File: config.mk
export PLATFORM = sky130hd
export DESIGN_NAME = sleep_wake_power_manager
export DESIGN_NICKNAME = d
export VERILOG_FILES = /design/src/interval_timer.v /design/src/sleep_wake_power_manager.v
export VERILOG_INCLUDE_DIRS = /design/src
export SDC_FILE = /design/constraint.sdc
export NUM_CORES = 1
export LEC_CHECK = 0
export BUFFER_PORTS_ARGS = -buffer_cell sky130_fd_sc_hd__buf_2
export CORE_ASPECT_RATIO = 1.5
export CORE_MARGIN = 1.5
export CORE_UTILIZATION = 35
export CTS_BUF_LIST = sky130_fd_sc_hd__clkbuf_8
export DETAILED_ROUTE_END_ITERATION = 8
export GPL_TIMING_DRIVEN = 0
export PLACE_DENSITY = 0.61
export SLEW_MARGIN = 5
export SYNTH_ARGS = -nofsm -noshare
export SYNTH_HDL_FRONTEND = slang
export SYNTH_SLANG_ARGS = --single-unit
File: constraint.sdc
create_clock -name mclk -period 1.8 [get_ports mclk]
set_input_delay 0.36 -clock mclk [delete_from_list [all_inputs] [get_ports mclk]]
set_output_delay 0.36 -clock mclk [all_outputs]
set_load 0.02 [all_outputs]
File: src/sleep_wake_power_manager_defs.vh
// Constants for the sleep and wake power manager
//
// Behaviour
// Separate TX, RX, PLL, PA power-down outputs
// Sleep gates nonessential power and clocks, keeps core
// Sleep timer on slow oscillator, timed or host wake
// Scan/sniff timers wake per event, resleep after
// Host wake accepted any time during sleep
// Host wake during session keeps device awake
// Wake input asserted blocks sleep; deasserted permits
// Wake via dedicated pins or UART CTS/RTS
// SPI idle select for programmed time sleeps
// Host configures SPI idle sleep and duration
// SPI select assertion wakes the device
// SPI interrupt wakes sleeping host with data
// Wake input polarity selectable, resets active low
// Host wake output asserted when attention needed
// Clock request follows need, strap sets polarity
// Regulator enable high enables both regulators
// RF powered only while packet needs it
// Sniff/hold/park wake after programmed interval
// Shutdown tristates outputs and stops all clocks
// Regulator re-enable is a full fresh power-up
// Wake inputs synchronised before use
`ifndef SLEEP_WAKE_POWER_MANAGER_DEFS_VH
`define SLEEP_WAKE_POWER_MANAGER_DEFS_VH

// ----------------------------------------
// Widths
// ----------------------------------------
`define TMR_W 16
`define ST_W 3

// ----------------------------------------
// Reset values
// ----------------------------------------
`define WAKE_POL_RST 1'h0
`define HOST_POL_RST 1'h1
`define TMR_CNT_RST 16'h0000
`define INIT_NEEDED_RST 1'h1

// ----------------------------------------
// Synchroniser idle levels
// ----------------------------------------
`define WAKE_SYNC_RST 3'h7
`define OSC_SYNC_RST 3'h7

`endif

File: src/interval_timer.v
// Reloading down-counter that pulses on expiry
`timescale 1ns/1ps
`default_nettype none
`include "sleep_wake_power_manager_defs.vh"

module interval_timer (
   input wire clk,
   input wire clr,
   input wire run,
   input wire tick,
   input wire [`TMR_W-1:0] period,
   output reg expire
);

   reg [`TMR_W-1:0] count;

   // ----------------------------------------
   // Counter
   // ----------------------------------------
   always @(posedge clk) begin
      if (clr || !run) begin
         count <= period;
         expire <= 1'b0;
      end else if (tick) begin
         if (count <= `TMR_W'h0001) begin
            count <= period;
            expire <= 1'b1;
         end else begin
            count <= count - `TMR_W'h0001;
            expire <= 1'b0;
         end
      end else begin
         expire <= 1'b0;
      end
   end

endmodule // interval_timer
`default_nettype wire

File: src/sleep_wake_power_manager.v
// Sleep, wake and power-gating controller
`timescale 1ns/1ps
`default_nettype none
`include "sleep_wake_power_manager_defs.vh"

module sleep_wake_power_manager (
   input wire mclk,
   input wire rst_n,
   input wire reg_enable,
   input wire refclk_polarity_strap,
   input wire low_power_osc,
   input wire device_wake_in,
   input wire uart_cts_n,
   input wire serial_select_low,
   input wire wake_on_uart,
   input wire spi_mode,
   input wire wake_pol_wr,
   input wire wake_pol_high,
   input wire host_pol_wr,
   input wire host_pol_high,
   input wire sleep_enable,
   input wire timed_wake_en,
   input wire [`TMR_W-1:0] timed_wake_ticks,
   input wire session_en,
   input wire [`TMR_W-1:0] session_ticks,
   input wire conn_lp_en,
   input wire [`TMR_W-1:0] conn_ticks,
   input wire event_done,
   input wire spi_idle_en,
   input wire [`TMR_W-1:0] spi_idle_cycles,
   input wire host_attention,
   input wire host_sleeping,
   input wire core_rts_n,
   input wire tx_active,
   input wire rx_active,
   input wire shutdown_req,
   input wire init_done,
   output reg tx_pd,
   output reg rx_pd,
   output reg pll_pd,
   output reg pa_pd,
   output reg periph_power_en,
   output reg nonessential_clk_en,
   output reg core_power_en,
   output reg digital_clk_en,
   output reg analog_clk_en,
   output reg io_oe_n,
   output reg host_wake_out,
   output reg uart_rts_n,
   output reg spi_int,
   output reg clk_req,
   output reg regulator_en,
   output reg init_needed,
   output reg sleeping,
   output reg event_wake
);

   // ----------------------------------------
   // States
   // ----------------------------------------
   localparam [`ST_W-1:0] ST_OFF = 3'h0;
   localparam [`ST_W-1:0] ST_ACTIVE = 3'h1;
   localparam [`ST_W-1:0] ST_SLEEP = 3'h2;
   localparam [`ST_W-1:0] ST_EVENT = 3'h3;
   localparam [`ST_W-1:0] ST_SHUTDOWN = 3'h4;

   reg [`ST_W-1:0] state;
   reg [`ST_W-1:0] next_state;
   reg [2:0] wake_sync;
   reg [2:0] cts_sync;
   reg [2:0] sel_sync;
   reg [2:0] osc_sync;
   reg wake_pol;
   reg host_pol;
   reg strap_seen;
   reg strap_pol;
   reg idle_done;
   wire kill;
   wire osc_tick;
   wire osc_run;
   wire wake_level;
   wire wake_act;
   wire sel_act;
   wire sleep_ok;
   wire awake;
   wire timed_exp;
   wire session_exp;
   wire conn_exp;
   wire idle_exp;
   wire sched_exp;

   // ----------------------------------------
   // Power cycle reset
   // ----------------------------------------
   // regulator drop resets
   assign kill = !rst_n || !reg_enable;

   // ----------------------------------------
   // Input synchronisers
   // ----------------------------------------
   // three-stage sync
   always @(posedge mclk) begin
      if (kill) begin
         wake_sync <= `WAKE_SYNC_RST;
         cts_sync <= `WAKE_SYNC_RST;
         sel_sync <= `WAKE_SYNC_RST;
         osc_sync <= `OSC_SYNC_RST;
      end else begin
         wake_sync <= {wake_sync[1:0], device_wake_in};
         cts_sync <= {cts_sync[1:0], uart_cts_n};
         sel_sync <= {sel_sync[1:0], serial_select_low};
         osc_sync <= {osc_sync[1:0], low_power_osc};
      end
   end

   // slow oscillator tick
   assign osc_tick = osc_sync[1] && !osc_sync[2];
   // slow oscillator timers frozen in shutdown
   assign osc_run = osc_tick && state != ST_SHUTDOWN;

   // ----------------------------------------
   // Polarity settings and strap
   // ----------------------------------------
   always @(posedge mclk) begin
      if (kill) begin
         wake_pol <= `WAKE_POL_RST;
         host_pol <= `HOST_POL_RST;
         strap_seen <= 1'b0;
         strap_pol <= 1'b0;
      end else begin
         // wake polarity select
         if (wake_pol_wr) begin
            wake_pol <= wake_pol_high;
         end
         // host wake polarity
         if (host_pol_wr) begin
            host_pol <= host_pol_high;
         end
         // strap caught after release
         if (!strap_seen) begin
            strap_seen <= 1'b1;
            strap_pol <= refclk_polarity_strap;
         end
      end
   end

   // ----------------------------------------
   // Wake decode
   // ----------------------------------------
   // pin or CTS wake source
   assign wake_level = wake_on_uart ? !cts_sync[2] : wake_sync[2];
   // apply wake polarity
   assign wake_act = wake_pol ? wake_level : !wake_level;
   // select low is wake
   assign sel_act = spi_mode && !sel_sync[2];

   // ----------------------------------------
   // Timers
   // ----------------------------------------
   // timed wake in sleep
   interval_timer u_timed (
      .clk(mclk),
      .clr(kill),
      .run(timed_wake_en && state == ST_SLEEP),
      .tick(osc_run),
      .period(timed_wake_ticks),
      .expire(timed_exp)
   );

   // scan or sniff schedule
   interval_timer u_session (
      .clk(mclk),
      .clr(kill),
      .run(session_en),
      .tick(osc_run),
      .period(session_ticks),
      .expire(session_exp)
   );

   // connection low-power interval
   interval_timer u_conn (
      .clk(mclk),
      .clr(kill),
      .run(conn_lp_en),
      .tick(osc_run),
      .period(conn_ticks),
      .expire(conn_exp)
   );

   // select idle counter
   interval_timer u_idle (
      .clk(mclk),
      .clr(kill || sel_act),
      .run(spi_mode && spi_idle_en && !idle_done),
      .tick(1'b1),
      .period(spi_idle_cycles),
      .expire(idle_exp)
   );

   assign sched_exp = session_exp || conn_exp;

   // idle expiry latch
   always @(posedge mclk) begin
      if (kill || sel_act || !spi_idle_en) begin
         idle_done <= 1'b0;
      end else if (idle_exp) begin
         idle_done <= 1'b1;
      end
   end

   // ----------------------------------------
   // Sleep criteria
   // ----------------------------------------
   // wake input blocks sleep
   // host-set idle sleep mode
   assign sleep_ok = !wake_act && !sel_act && !host_attention &&
                     ((spi_mode && spi_idle_en) ? idle_done : sleep_enable);

   // ----------------------------------------
   // State machine
   // ----------------------------------------
   always @* begin
      next_state = state;
      case (state)
         ST_OFF: begin
            next_state = ST_ACTIVE;
         end
         ST_ACTIVE: begin
            // enter retention sleep
            if (sleep_ok) begin
               next_state = ST_SLEEP;
            end
         end
         ST_SLEEP: begin
            // host wake any time
            if (wake_act || sel_act) begin
               next_state = ST_ACTIVE;
            end else if (timed_exp) begin
               next_state = ST_ACTIVE;
            // wake for event
            end else if (sched_exp) begin
               next_state = ST_EVENT;
            end
         end
         ST_EVENT: begin
            // host wake keeps awake
            if (wake_act || sel_act) begin
               next_state = ST_ACTIVE;
            // resleep after event
            end else if (event_done) begin
               next_state = sleep_ok ? ST_SLEEP : ST_ACTIVE;
            end
         end
         ST_SHUTDOWN: begin
            if (!shutdown_req) begin
               next_state = ST_ACTIVE;
            end
         end
         default: begin
            next_state = ST_OFF;
         end
      endcase
      // shutdown from any state except ST_OFF
      if (shutdown_req && state != ST_OFF) begin
         next_state = ST_SHUTDOWN;
      end
   end

   // power cycle restarts
   always @(posedge mclk) begin
      if (kill) begin
         state <= ST_OFF;
      end else begin
         state <= next_state;
      end
   end

   assign awake = next_state == ST_ACTIVE || next_state == ST_EVENT;

   // ----------------------------------------
   // Output registers
   // ----------------------------------------
   always @(posedge mclk) begin
      if (kill) begin
         tx_pd <= 1'b1;
         rx_pd <= 1'b1;
         pll_pd <= 1'b1;
         pa_pd <= 1'b1;
         periph_power_en <= 1'b0;
         nonessential_clk_en <= 1'b0;
         core_power_en <= 1'b0;
         digital_clk_en <= 1'b0;
         analog_clk_en <= 1'b0;
         io_oe_n <= 1'b1;
         host_wake_out <= !`HOST_POL_RST;
         uart_rts_n <= 1'b1;
         spi_int <= 1'b0;
         clk_req <= 1'b0;
         regulator_en <= 1'b0;
         init_needed <= `INIT_NEEDED_RST;
         sleeping <= 1'b0;
         event_wake <= 1'b0;
      end else begin
         // per-path power-down
         // RF on only in packet
         tx_pd <= !(awake && tx_active);
         rx_pd <= !(awake && rx_active);
         pll_pd <= !(awake && (tx_active || rx_active));
         pa_pd <= !(awake && tx_active);
         // gate nonessential, keep core
         periph_power_en <= awake;
         nonessential_clk_en <= awake;
         core_power_en <= next_state != ST_SHUTDOWN;
         // stop clocks, tristate
         digital_clk_en <= next_state != ST_SHUTDOWN;
         analog_clk_en <= awake;
         io_oe_n <= next_state == ST_SHUTDOWN;
         // host wake on attention
         host_wake_out <= host_pol ? host_attention : !host_attention;
         // RTS doubles as host wake
         uart_rts_n <= (wake_on_uart && host_attention) ? 1'b0 : core_rts_n;
         // interrupt wakes host
         spi_int <= spi_mode && host_sleeping && host_attention;
         // clock request polarity
         clk_req <= strap_seen ? (strap_pol ? awake : !awake)
                               : (refclk_polarity_strap ? awake : !awake);
         // regulators follow enable
         regulator_en <= 1'b1;
         // fresh init required
         if (init_done) begin
            init_needed <= 1'b0;
         end
         // sleep status flag
         sleeping <= next_state == ST_SLEEP;
         // events flagged in any state except shutdown
         event_wake <= sched_exp && state != ST_SHUTDOWN;
      end
   end

endmodule // sleep_wake_power_manager
`default_nettype wire

==> results.json, run 1 <==
{
  "wl_per_cell_um": 15.08,
  "post-route-period-util": 1.130,
  "holdWs_ps": 143.8,
  "min_period_ps": 2033,
  "r2r-end": "u_session.count[13]",
  "worst-path-buf-inv": 0,
  "fp.dieH_um": 147.7,
  "max_stage_delay_ps": 460,
  "path_class": "flip-flop to flip-flop",
  "netlist_area_um2": 4883,
  "seq_area_um2": 2520,
  "crit_chain": "nor4_4, nand2_2, or3_4, or3_4, xor2_1, a21oi_1",
  "critPathLaunchType": "flip-flop",
  "synth_seq_cells": 101,
  "drtIter0Drc": 93,
  "clock_path_buffers": 2,
  "setup_viol": 65,
  "ant_nets": 0,
  "synth.most_common_cell": "nand2_1",
  "area_growth_pct": 47.50,
  "violations": "setup timing",
  "grt_max_degree": 18,
  "grt_util_all_layers": 0.1743,
  "grt_pass1_vias": 4415,
  "syn_area_per_cell_um2": 9.767,
  "synth_top_area_frac": 0.2952,
  "rr_startpoint": "u_session.count[2]",
  "dp_hpwl_mm": 8.268,
  "rr_worst_depth": 6,
  "end_kind": "flip-flop",
  "core_um2": 13530,
  "ys_warn_count": 0,
  "drc": 0,
  "holdPathEnd": "rx_pd",
  "port_buffers": 108,
  "cp_max_fo": 2,
  "slew_viol_final": 0,
  "synth.area.mux_share": 0.01281,
  "initial_utilization": 0.3609,
  "fillers": 1231,
  "synth_edf_count": 48,
  "rows": 52,
  "drt_pass1_iterations": 4,
  "cts_buffers": 9,
  "grt_setup_unrepaired": "yes",
  "critPathTopFamily": "simple AND/OR/NAND/NOR gates",
  "crit_slowest_cell": "edfxtp_1",
  "fmax_mhz": 491.8,
  "vias": 4266,
  "peakVddDrop_mv": 0.4358,
  "outcome": "finished, violations left",
  "worstPathRequired_ps": 1940,
  "clock_skew_ps": 16.10,
  "fin_util": 0.5323,
  "die_area_um2": 14690,
  "yosysSeqAreaShare": 0.5124,
  "crit_top_cell": "or3_4",
  "synth-compound-area-share": 0.1176,
  "synth-simple-area-share": 0.2104,
  "overflow": 0,
  "whs_path_depth": 2,
  "synthesis.nets": 599,
  "cts_tree": "done",
  "clk_pin_slew_worst_paths_ps": 110,
  "clock-sinks": 101,
  "clk_latency_ps": 370,
  "leakagePower_nw": 2.858,
  "yosys_most_used_dff": "dfxtp_1",
  "grt_pass1_wl_mm": 20.29,
  "fin_tns_setup_ps": -8482,
  "htreeDepth": 3,
  "antenna_found_initial": 0,
  "antennaDiodeCount": 0,
  "synthTopCellsByCount": "nand2_1 (69), dfxtp_1 (53), edfxtp_1 (48)",
  "drt-vias-per-instance": 5.055,
  "layout.nets": 776,
  "max_slew_margin": 0.6758,
  "async_reset_ff_frac": 0,
  "p_per_area_nw_per_um2": 694.1,
  "yosysTopAreaCell": "edfxtp_1",
  "die_x_um": 99.45,
  "root_buffer": "clkbuf_8",
  "synth_top_family_by_area": "simple AND/OR/NAND/NOR gates",
  "layout-drive-gt1-share": 0.5103,
  "wl_mm": 12.73,
  "place_congestion": 0.8264,
  "synth_area_leaders": "edfxtp_1 (30%), dfxtp_1 (22%), xnor2_1 (5.7%)",
  "syn_inst": 500,
  "worstMarginPinSlew_ps": 482.3,
  "synthXorXnorAreaFrac": 0.08967,
  "finalHoldViolCount": 0,
  "reg2reg_slack_ps": -230,
  "min_from": "rx_active",
  "setup_ws_ps": -233.3,
  "fin_total_pwr_mw": 5.000,
  "multi_input_area_um2": 2910,
  "maxCapViolCount": 0,
  "yosys.area_share.adder": 0.02050,
  "hp-class": "input port to flip-flop",
  "io_pins": 109,
  "synth_cell_type_count": 44,
  "arrival_ps": 2170
}
[layer usage]
layer,share of wire,vias up,track usage
met5,0,-,0
li1,-,2101,-
met3,0.030,25,0.02600
met1,0.40,2045,0.1934
met2,0.54,95,0.3223
met4,0.027,0,0.08169
[placed cells by master (no fill, tap or decap), types with 9 or more instances in the layout]
master,instances
xor2_1,18
nand2_4,9
edfxtp_1,48
buf_2,108
xnor2_1,32
clkbuf_8,10
buf_6,12
nor3_1,16
or3_4,9
inv_1,10
nor2_4,10
dfxtp_1,45
nand2b_1,15
nand2_1,53
a21oi_2,12
buf_4,49
nor2_1,30
o21ai_2,43
[logic make-up after synthesis]
logic type,count (synthesis)
fa+ha+maj,8
compound gates,91
xor+xnor,50
buf+inv,32
simple gates,212
flops,101
mux,6
[flip-flops by register name, indices dropped and copies added (netlist names), 3 cells and up]
name and flops:
wake_sync 3, u_conn.count 16, u_timed.count 16, u_session.count 16, u_idle.count 16, cts_sync 3
sel_sync 3, osc_sync 3, state 3
[per-stage QoR]
stage               area (um^2)  setup WS [ps]  std cells
CTS                        6980         -235.7        839
global placement           5761         -788.2        770
finish                     7203         -233.3        844
detailed placement         5761         -795.2        770
global route               7203         -319.9        844
floorplan                  5017         -166.8        500
[where the power goes]
group / leakage, nW / internal, mW / switching [mW]
clock network: 0.0948 / 0.650 / 0.822
logic: 1.82 / 0.426 / 0.413
registers: 0.941 / 2.55 / 0.137
total: 2.86 / 3.63 / 1.37
[final cells by class]
cell class | instances | area share
Buffer | 17 | 0.02866
Clock buffer | 9 | 0.01720
Clock inverter | 7 | 0.01060
Inverter | 12 | 0.006774
Multi-Input combinational cell | 367 | 0.4040
Sequential cell | 101 | 0.3498
Tap cell | 162 | 0.02814
Timing Repair Buffer | 169 | 0.1548
[worst reg2reg max path: stages, from the launching register on]
cell and delay (ps):
edfxtp_1 460, nor4_4 340, nand2_2 90, or3_4 340
or3_4 340, xor2_1 150, a21oi_1 80
[worst max path at each step]
| stage | start | endpoint | slack (ps) | depth (start not counted) |
|---|---|---|---|---|
| after floorplan | u_session.count[1] | u_session.count[13] | -170 | 6 |
| after detailed placement | reg_enable | u_session.count[12] | -800 | 5 |
| after global routing | u_session.count[0] | u_session.count[0] | -320 | 8 |
| after CTS | u_session.count[2] | u_session.count[13] | -240 | 6 |
| final | u_session.count[2] | u_session.count[13] | -230 | 6 |
| after global placement | reg_enable | u_conn.count[11] | -790 | 5 |
[what timing repair did]
| item | CTS | global route |
|---|---|---|
| pin swaps | 54 | 20 |
| hold buffers | 0 | 0 |
| cloned | 11 | 0 |
| buffers inserted | 43 | 13 |
| resized for setup | 165 | 57 |
| setup endpoints to repair | 117 | 118 |
No activity file was read; power rests on OpenSTA's default activity.
==> run 2: changes to the inputs <==
Settings changed: PLACE_DENSITY 0.61 to 0.6, SLEW_MARGIN 5 to 30, SYNTH_HIERARCHICAL set to 1.
==> run 2 against run 1 <==
The run still ends with setup timing left. Clock skew decreased by 4.1 ps. Sequential share of layout area fell by 0.099 points. Core utilization shrank 4.4 points. Clock power rose by 5%. Sequential power increased by 3%. Final area grew 6.0%. Final cell count grew 5.6%. Non-clock buffer count rose by 21. Maximum frequency shrank 12%. Register-to-register slack worse by 270 ps. Critical path type unchanged. Critical endpoint is now u_timed/count[3]. Highest routed layer unchanged.
==> results.json, run 2 <==
{
  "layout_commonest_cell": "buf_2",
  "critPathTopFamily": "simple AND/OR/NAND/NOR gates",
  "peakVddDrop_mv": 0.3589,
  "drt_pass1_iterations": 4,
  "antennaDiodeCount": 0,
  "setup_viol": 65,
  "grt_util_all_layers": 0.1672,
  "vias": 4401,
  "worstMarginPinSlew_ps": 772.6,
  "port_buffers": 108,
  "worst-path-buf-inv": 1,
  "path_depth": 6,
  "drt-vias-per-instance": 4.939,
  "dp_hpwl_mm": 9.154,
  "slew_viol_final": 0,
  "clk_latency_ps": 380,
  "yosysTopAreaCell": "edfxtp_1",
  "p_int_mw": 3.809,
  "antenna_found_initial": 0,
  "io_pins": 109,
  "wl_per_cell_um": 15.59,
  "max_stage_delay_ps": 560,
  "netlist_area_um2": 5565,
  "clkPwrFrac": 0.296,
  "setup_ws_ps": -504.7,
  "die_x_um": 106.0,
  "fin_total_pwr_mw": 5.195,
  "drc": 0,
  "placed_area_um2": 6389,
  "syn_inst": 482,
  "core_um2": 15630,
  "root_buffer": "clkbuf_8",
  "ys_warn_count": 6,
  "grt_max_degree": 18,
  "ant_nets": 0,
  "p_per_area_nw_per_um2": 680.3,
  "die_area_um2": 16680,
  "grt_setup_unrepaired": "yes",
  "rows": 56,
  "syn_area_per_cell_um2": 11.55,
  "rr_worst_depth": 6,
  "post-route-period-util": 1.280,
  "fp.dieH_um": 157.4,
  "seqPwrFrac": 0.533,
  "cp_max_fo": 4,
  "path_class": "flip-flop to flip-flop",
  "crit_slowest_cell": "or4_4",
  "layout.nets": 782,
  "max_slew_margin": 0.4850,
  "critPathLaunchType": "flip-flop",
  "layout-drive-gt1-share": 0.4884,
  "clock_path_buffers": 2,
  "arrival_ps": 2450,
  "synth_cell_type_count": 54,
  "hp-class": "input port to flip-flop",
  "synth_top_area_frac": 0.3453,
  "area_growth_pct": 37.21,
  "power_frac_comb": 0.171,
  "grt_pass1_vias": 4543,
  "fin_area_um2": 7636,
  "async_reset_ff_frac": 0,
  "violations": "setup timing",
  "cts_tree": "done",
  "htreeDepth": 3,
  "worstPathRequired_ps": 1940,
  "end_kind": "flip-flop",
  "switching_power_mw": 1.386,
  "whs_path_depth": 2,
  "initial_utilization": 0.3562,
  "maxCapViolCount": 0,
  "synthTopCellsByCount": "edfxtp_1 (64), nand2_1 (45), xnor2_1 (39)",
  "crit_chain": "or4_4, or4_4, o21ai_4, buf_6, a21oi_1, a21o_1",
  "min_period_ps": 2305,
  "drtIter0Drc": 107,
  "overflow": 0,
  "clock-sinks": 101,
  "leakagePower_nw": 3.114,
  "synth_seq_cells": 101,
  "cts_buffers": 9,
  "multi_input_area_um2": 2994,
  "grt_pass1_wl_mm": 21.64,
  "yosysSeqAreaShare": 0.4784,
  "clock_skew_ps": 11.96,
  "fillers": 1459,
  "finalHoldViolCount": 0,
  "fmax_mhz": 433.9,
  "swShare": 0.2668,
  "yosys_most_used_dff": "edfxtp_1",
  "clk_pin_slew_worst_paths_ps": 100,
  "synth_edf_count": 64,
  "synth_area_leaders": "edfxtp_1 (35%), dfxtp_1 (13%), mux2_4 (7.3%)",
  "crit_top_cell": "or4_4",
  "final_cell_mix": "buf_2 (108), buf_4 (71), edfxtp_1 (64), nand2_1 (43), xnor2_1 (39)",
  "wl_mm": 13.90,
  "outcome": "finished, violations left",
  "seq_area_um2": 2664,
  "place_congestion": 0.8105,
  "synth.most_common_cell": "edfxtp_1",
  "fin_util": 0.4887
}
run 2: cell count changes after synthesis, sizes merged, moves of 16 or more:
cell,previous run,this run
mux2,2,45
o21ai,52,23
nor2,46,30
edfxtp,48,64
nand2,70,48
dfxtp,53,37
run 2: kinds of logic (layout without fill, tap and decap cells):
group / count (synthesis) / in the layout / share of synthesized area
compound gates: 49 / 49 / 0.06430
xor+xnor: 53 / 53 / 0.08341
fa+ha+maj: 8 / 8 / 0.01799
buf+inv: 35 / 240 / 0.04339
flops: 101 / 101 / 0.4784
mux: 53 / 53 / 0.1237
other cells: 1 / 2 / 0.0006738
simple gates: 182 / 182 / 0.1882
run 2: per-layer routing:
| metal | routed length (um) | vias up | global-route usage |
|---|---|---|---|
| li1 | - | 2137 | - |
| met1 | 5289 | 2143 | 0.1707 |
| met2 | 7769 | 90 | 0.3247 |
| met3 | 531 | 31 | 0.03478 |
| met4 | 304 | 0 | 0.07143 |
| met5 | 0 | - | 0 |
run 2: final cells by class:
type                    count  area share
inverters                  17    0.008684
repair buffers            191      0.1678
clock inverters             6    0.009012
flip-flops and latches    101      0.3488
plain buffers              16     0.02228
well taps                 203     0.03326
multi-input cells         347      0.3921
clock buffers              10     0.01802
run 2: power by group through the flow:
| stage | logic [mW] | registers (mW) | clock network [mW] |
|---|---|---|---|
| after floorplan | 0.405 | 2.80 | 0 |
| after global placement | 0.605 | 2.81 | 0 |
| after detailed placement | 0.620 | 2.82 | 0 |
| after CTS | 0.778 | 2.77 | 1.61 |
| after global routing | 0.966 | 2.79 | 1.67 |
| final | 0.887 | 2.77 | 1.54 |
run 2: worst paths after layout:
kind / start / end / slack (ps)
max: u_timed/count[13] / u_timed/count[3] / -500
min: tx_active / pa_pd / 140
min reg2reg: wake_sync[0] / wake_sync[1] / 420
max reg2reg: u_timed/count[13] / u_timed/count[3] / -500
run 2: what timing repair did:
item                                    4_1_cts  5_1_grt
pin swaps                                    15       17
gates resized for setup                      52       39
endpoints found under the setup margin      114      103
hold buffers                                  0        0
buffers inserted                             58       27
cloned                                        4        0
run 2: worst reg2reg max path, delay by kind of cell, from the launching register on:
family          cells  cell delay [ps]
simple gates        2             1080
flops               1              390
compound gates      3              460
buf+inv             1              140
run 2: through the flow:
step / instances / setup TNS, ps / setup slack (ps) / hold slack (ps)
global placement: 794 / -53450 / -758.5 / 396.0
floorplan: 483 / -14010 / -453.9 / 386.3
global route: 891 / -20300 / -556.9 / 112.3
detailed placement: 794 / -56310 / -785.2 / 397.9
CTS: 870 / -14880 / -446.1 / 111.5
finish: 891 / -15490 / -504.7 / 140.1
==> run 3: changes to the inputs <==
Settings changed: CTS_BUF_LIST sky130_fd_sc_hd__clkbuf_8 to sky130_fd_sc_hd__clkbuf_2 sky130_fd_sc_hd__clkbuf_4 sky130_fd_sc_hd__clkbuf_8, SLEW_MARGIN 30 to 40.
==> run 3 against run 2 <==
Critical path depth unchanged. Maximum frequency unchanged. Hold slack worse by 0.63 ps. Sequential cell count unchanged. Core utilization is essentially flat. Wire length fell by 0.13%. Power grew 0.38%. Combinational power barely moved. Clock skew barely moved. The run still ends with setup timing left. Global-route usage is the same. Non-clock buffer count did not move. Critical endpoint unchanged.
==> results.json, run 3 (synthesized netlist as in run 2, its figures left out) <==
{
  "outcome": "finished, violations left",
  "violations": "setup timing",
  "worstPathRequired_ps": 1940,
  "whs_path_depth": 2,
  "clk_latency_ps": 380,
  "ant_nets": 0,
  "drc": 0,
  "htreeDepth": 3,
  "cts_tree": "done",
  "place_congestion": 0.8105,
  "worstMarginPinSlew_ps": 785.8,
  "min_period_ps": 2305,
  "r2r-end": "u_timed/count[3]",
  "core_um2": 15630,
  "cts_buffers": 9,
  "layout_commonest_cell": "buf_2",
  "grt_util_met3": 0.03478,
  "cts_hold_buf": 0,
  "overflow": 0,
  "grt_busiest_layer": "met2",
  "arrival_ps": 2450,
  "leakagePower_nw": 3.113,
  "layout.nets": 782,
  "end_kind": "flip-flop",
  "slew_viol_final": 0,
  "fin_area_um2": 7640,
  "clk_pin_slew_worst_paths_ps": 100,
  "wl_per_cell_um": 15.57,
  "vias": 4379,
  "maxCapViolCount": 0,
  "swShare": 0.2656,
  "setup_viol": 65,
  "grt_max_degree": 18,
  "fmax_mhz": 433.9,
  "clock_path_buffers": 2,
  "port_buffers": 108,
  "grt_setup_unrepaired": "yes",
  "peakVddDrop_mv": 0.3591,
  "io_pins": 109,
  "fp.dieH_um": 157.4,
  "fin_tns_setup_ps": -15520,
  "switching_power_mw": 1.385,
  "p_per_area_nw_per_um2": 682.5,
  "finalHoldViolCount": 0,
  "root_buffer": "clkbuf_8",
  "clock-sinks": 101,
  "wl_mm": 13.88,
  "hp-class": "input port to flip-flop",
  "seqPwrFrac": 0.531,
  "groute.layer.met1.usage": 0.1705,
  "clock_skew_ps": 11.96,
  "placed_area_um2": 6389,
  "max_slew_margin": 0.4761,
  "p_int_mw": 3.830,
  "die_area_um2": 16680,
  "post-route-period-util": 1.280,
  "area_growth_pct": 37.28,
  "die_x_um": 106.0,
  "critPathLaunchType": "flip-flop",
  "reg2reg_slack_ps": -500,
  "rows": 56,
  "grt_pass1_vias": 4547,
  "fin_util": 0.4889,
  "drtIter0Drc": 104,
  "layout-drive-gt1-share": 0.4898,
  "fillers": 1460,
  "initial_utilization": 0.3562,
  "met2_usage": 0.3250,
  "antenna_found_initial": 0,
  "drt_pass1_iterations": 4,
  "setup_ws_ps": -504.7,
  "dp_hpwl_mm": 9.154,
  "cp_max_fo": 4,
  "min_from": "tx_active",
  "rr_startpoint": "u_timed/count[13]",
  "fin_total_pwr_mw": 5.214,
  "grt_pass1_wl_mm": 21.63,
  "path_class": "flip-flop to flip-flop",
  "power_frac_comb": 0.170,
  "final_cell_mix": "buf_2 (108), buf_4 (71), edfxtp_1 (64), nand2_1 (43), xnor2_1 (39)",
  "antennaDiodeCount": 0,
  "rr_worst_depth": 6,
  "holdPathEnd": "pa_pd",
  "holdWs_ps": 139.5,
  "grt_util_all_layers": 0.1672,
  "drt-vias-per-instance": 4.915,
  "clkPwrFrac": 0.299
}
-- run 3: cell types whose count changed in the layout (fill, tap and decap cells not counted), sizes merged --
cell | previous run | this run
inv | 21 | 20
clkbuf | 13 | 14
-- run 3: per-layer routing --
metal	routed length, um	vias to the layer above
li1	-	2139
met3	498	22
met4	292	0
met2	7795	82
met1	5290	2136
met5	0	-
-- run 3: worst max-delay path by stage --
stage / start / endpoint / slack, ps / depth (start not counted)
floorplan: u_timed/count[5] / u_timed/count[3] / -450 / 7
finish: u_timed/count[13] / u_timed/count[3] / -500 / 6
detailed placement: rst_n / u_idle/count[7] / -790 / 9
global placement: rst_n / u_idle/count[10] / -760 / 9
global route: u_timed/count[13] / u_timed/count[3] / -560 / 6
CTS: u_timed/count[4] / u_timed/count[3] / -450 / 6
-- run 3: worst max-delay path, cell delays in order, from the launching register on --
cell and delay, ps:
edfxtp_1 390, or4_4 560, or4_4 520, o21ai_4 240
buf_6 140, a21oi_1 40, a21o_1 180
-- run 3: stage by stage --
stage,setup WS (ps),std cells
floorplan,-453.9,483
global placement,-758.5,794
detailed placement,-785.2,794
CTS,-446.1,870
global route,-556.9,891
finish,-504.7,891
-- run 3: cell type report --
class | instances | area [um^2] | share of cell area
buffer | 16 | 170.2 | 0.02227
clock buffer | 11 | 145.1 | 0.01900
clock inverter | 5 | 65.06 | 0.008516
timing repair buffer | 191 | 1281 | 0.1677
sequential | 101 | 2664 | 0.3487
multi-input combinational | 347 | 2994 | 0.3919
inverter | 17 | 66.31 | 0.008680
tap | 203 | 254.0 | 0.03325
-- run 3: power groups by stage --
stage | Combinational (mW) | Clock (mW) | Sequential, mW
after floorplan | 0.405 | 0 | 2.80
after global placement | 0.605 | 0 | 2.81
after detailed placement | 0.620 | 0 | 2.82
after CTS | 0.778 | 1.63 | 2.77
after global routing | 0.966 | 1.69 | 2.79
final | 0.887 | 1.56 | 2.77
-- run 3: repair_timing --
| item | CTS | global route |
|---|---|---|
| gates resized for setup | 52 | 39 |
| buffers inserted | 58 | 27 |
| endpoints found under the setup margin | 114 | 103 |
| cloned | 4 | 0 |
| pin swaps | 15 | 17 |
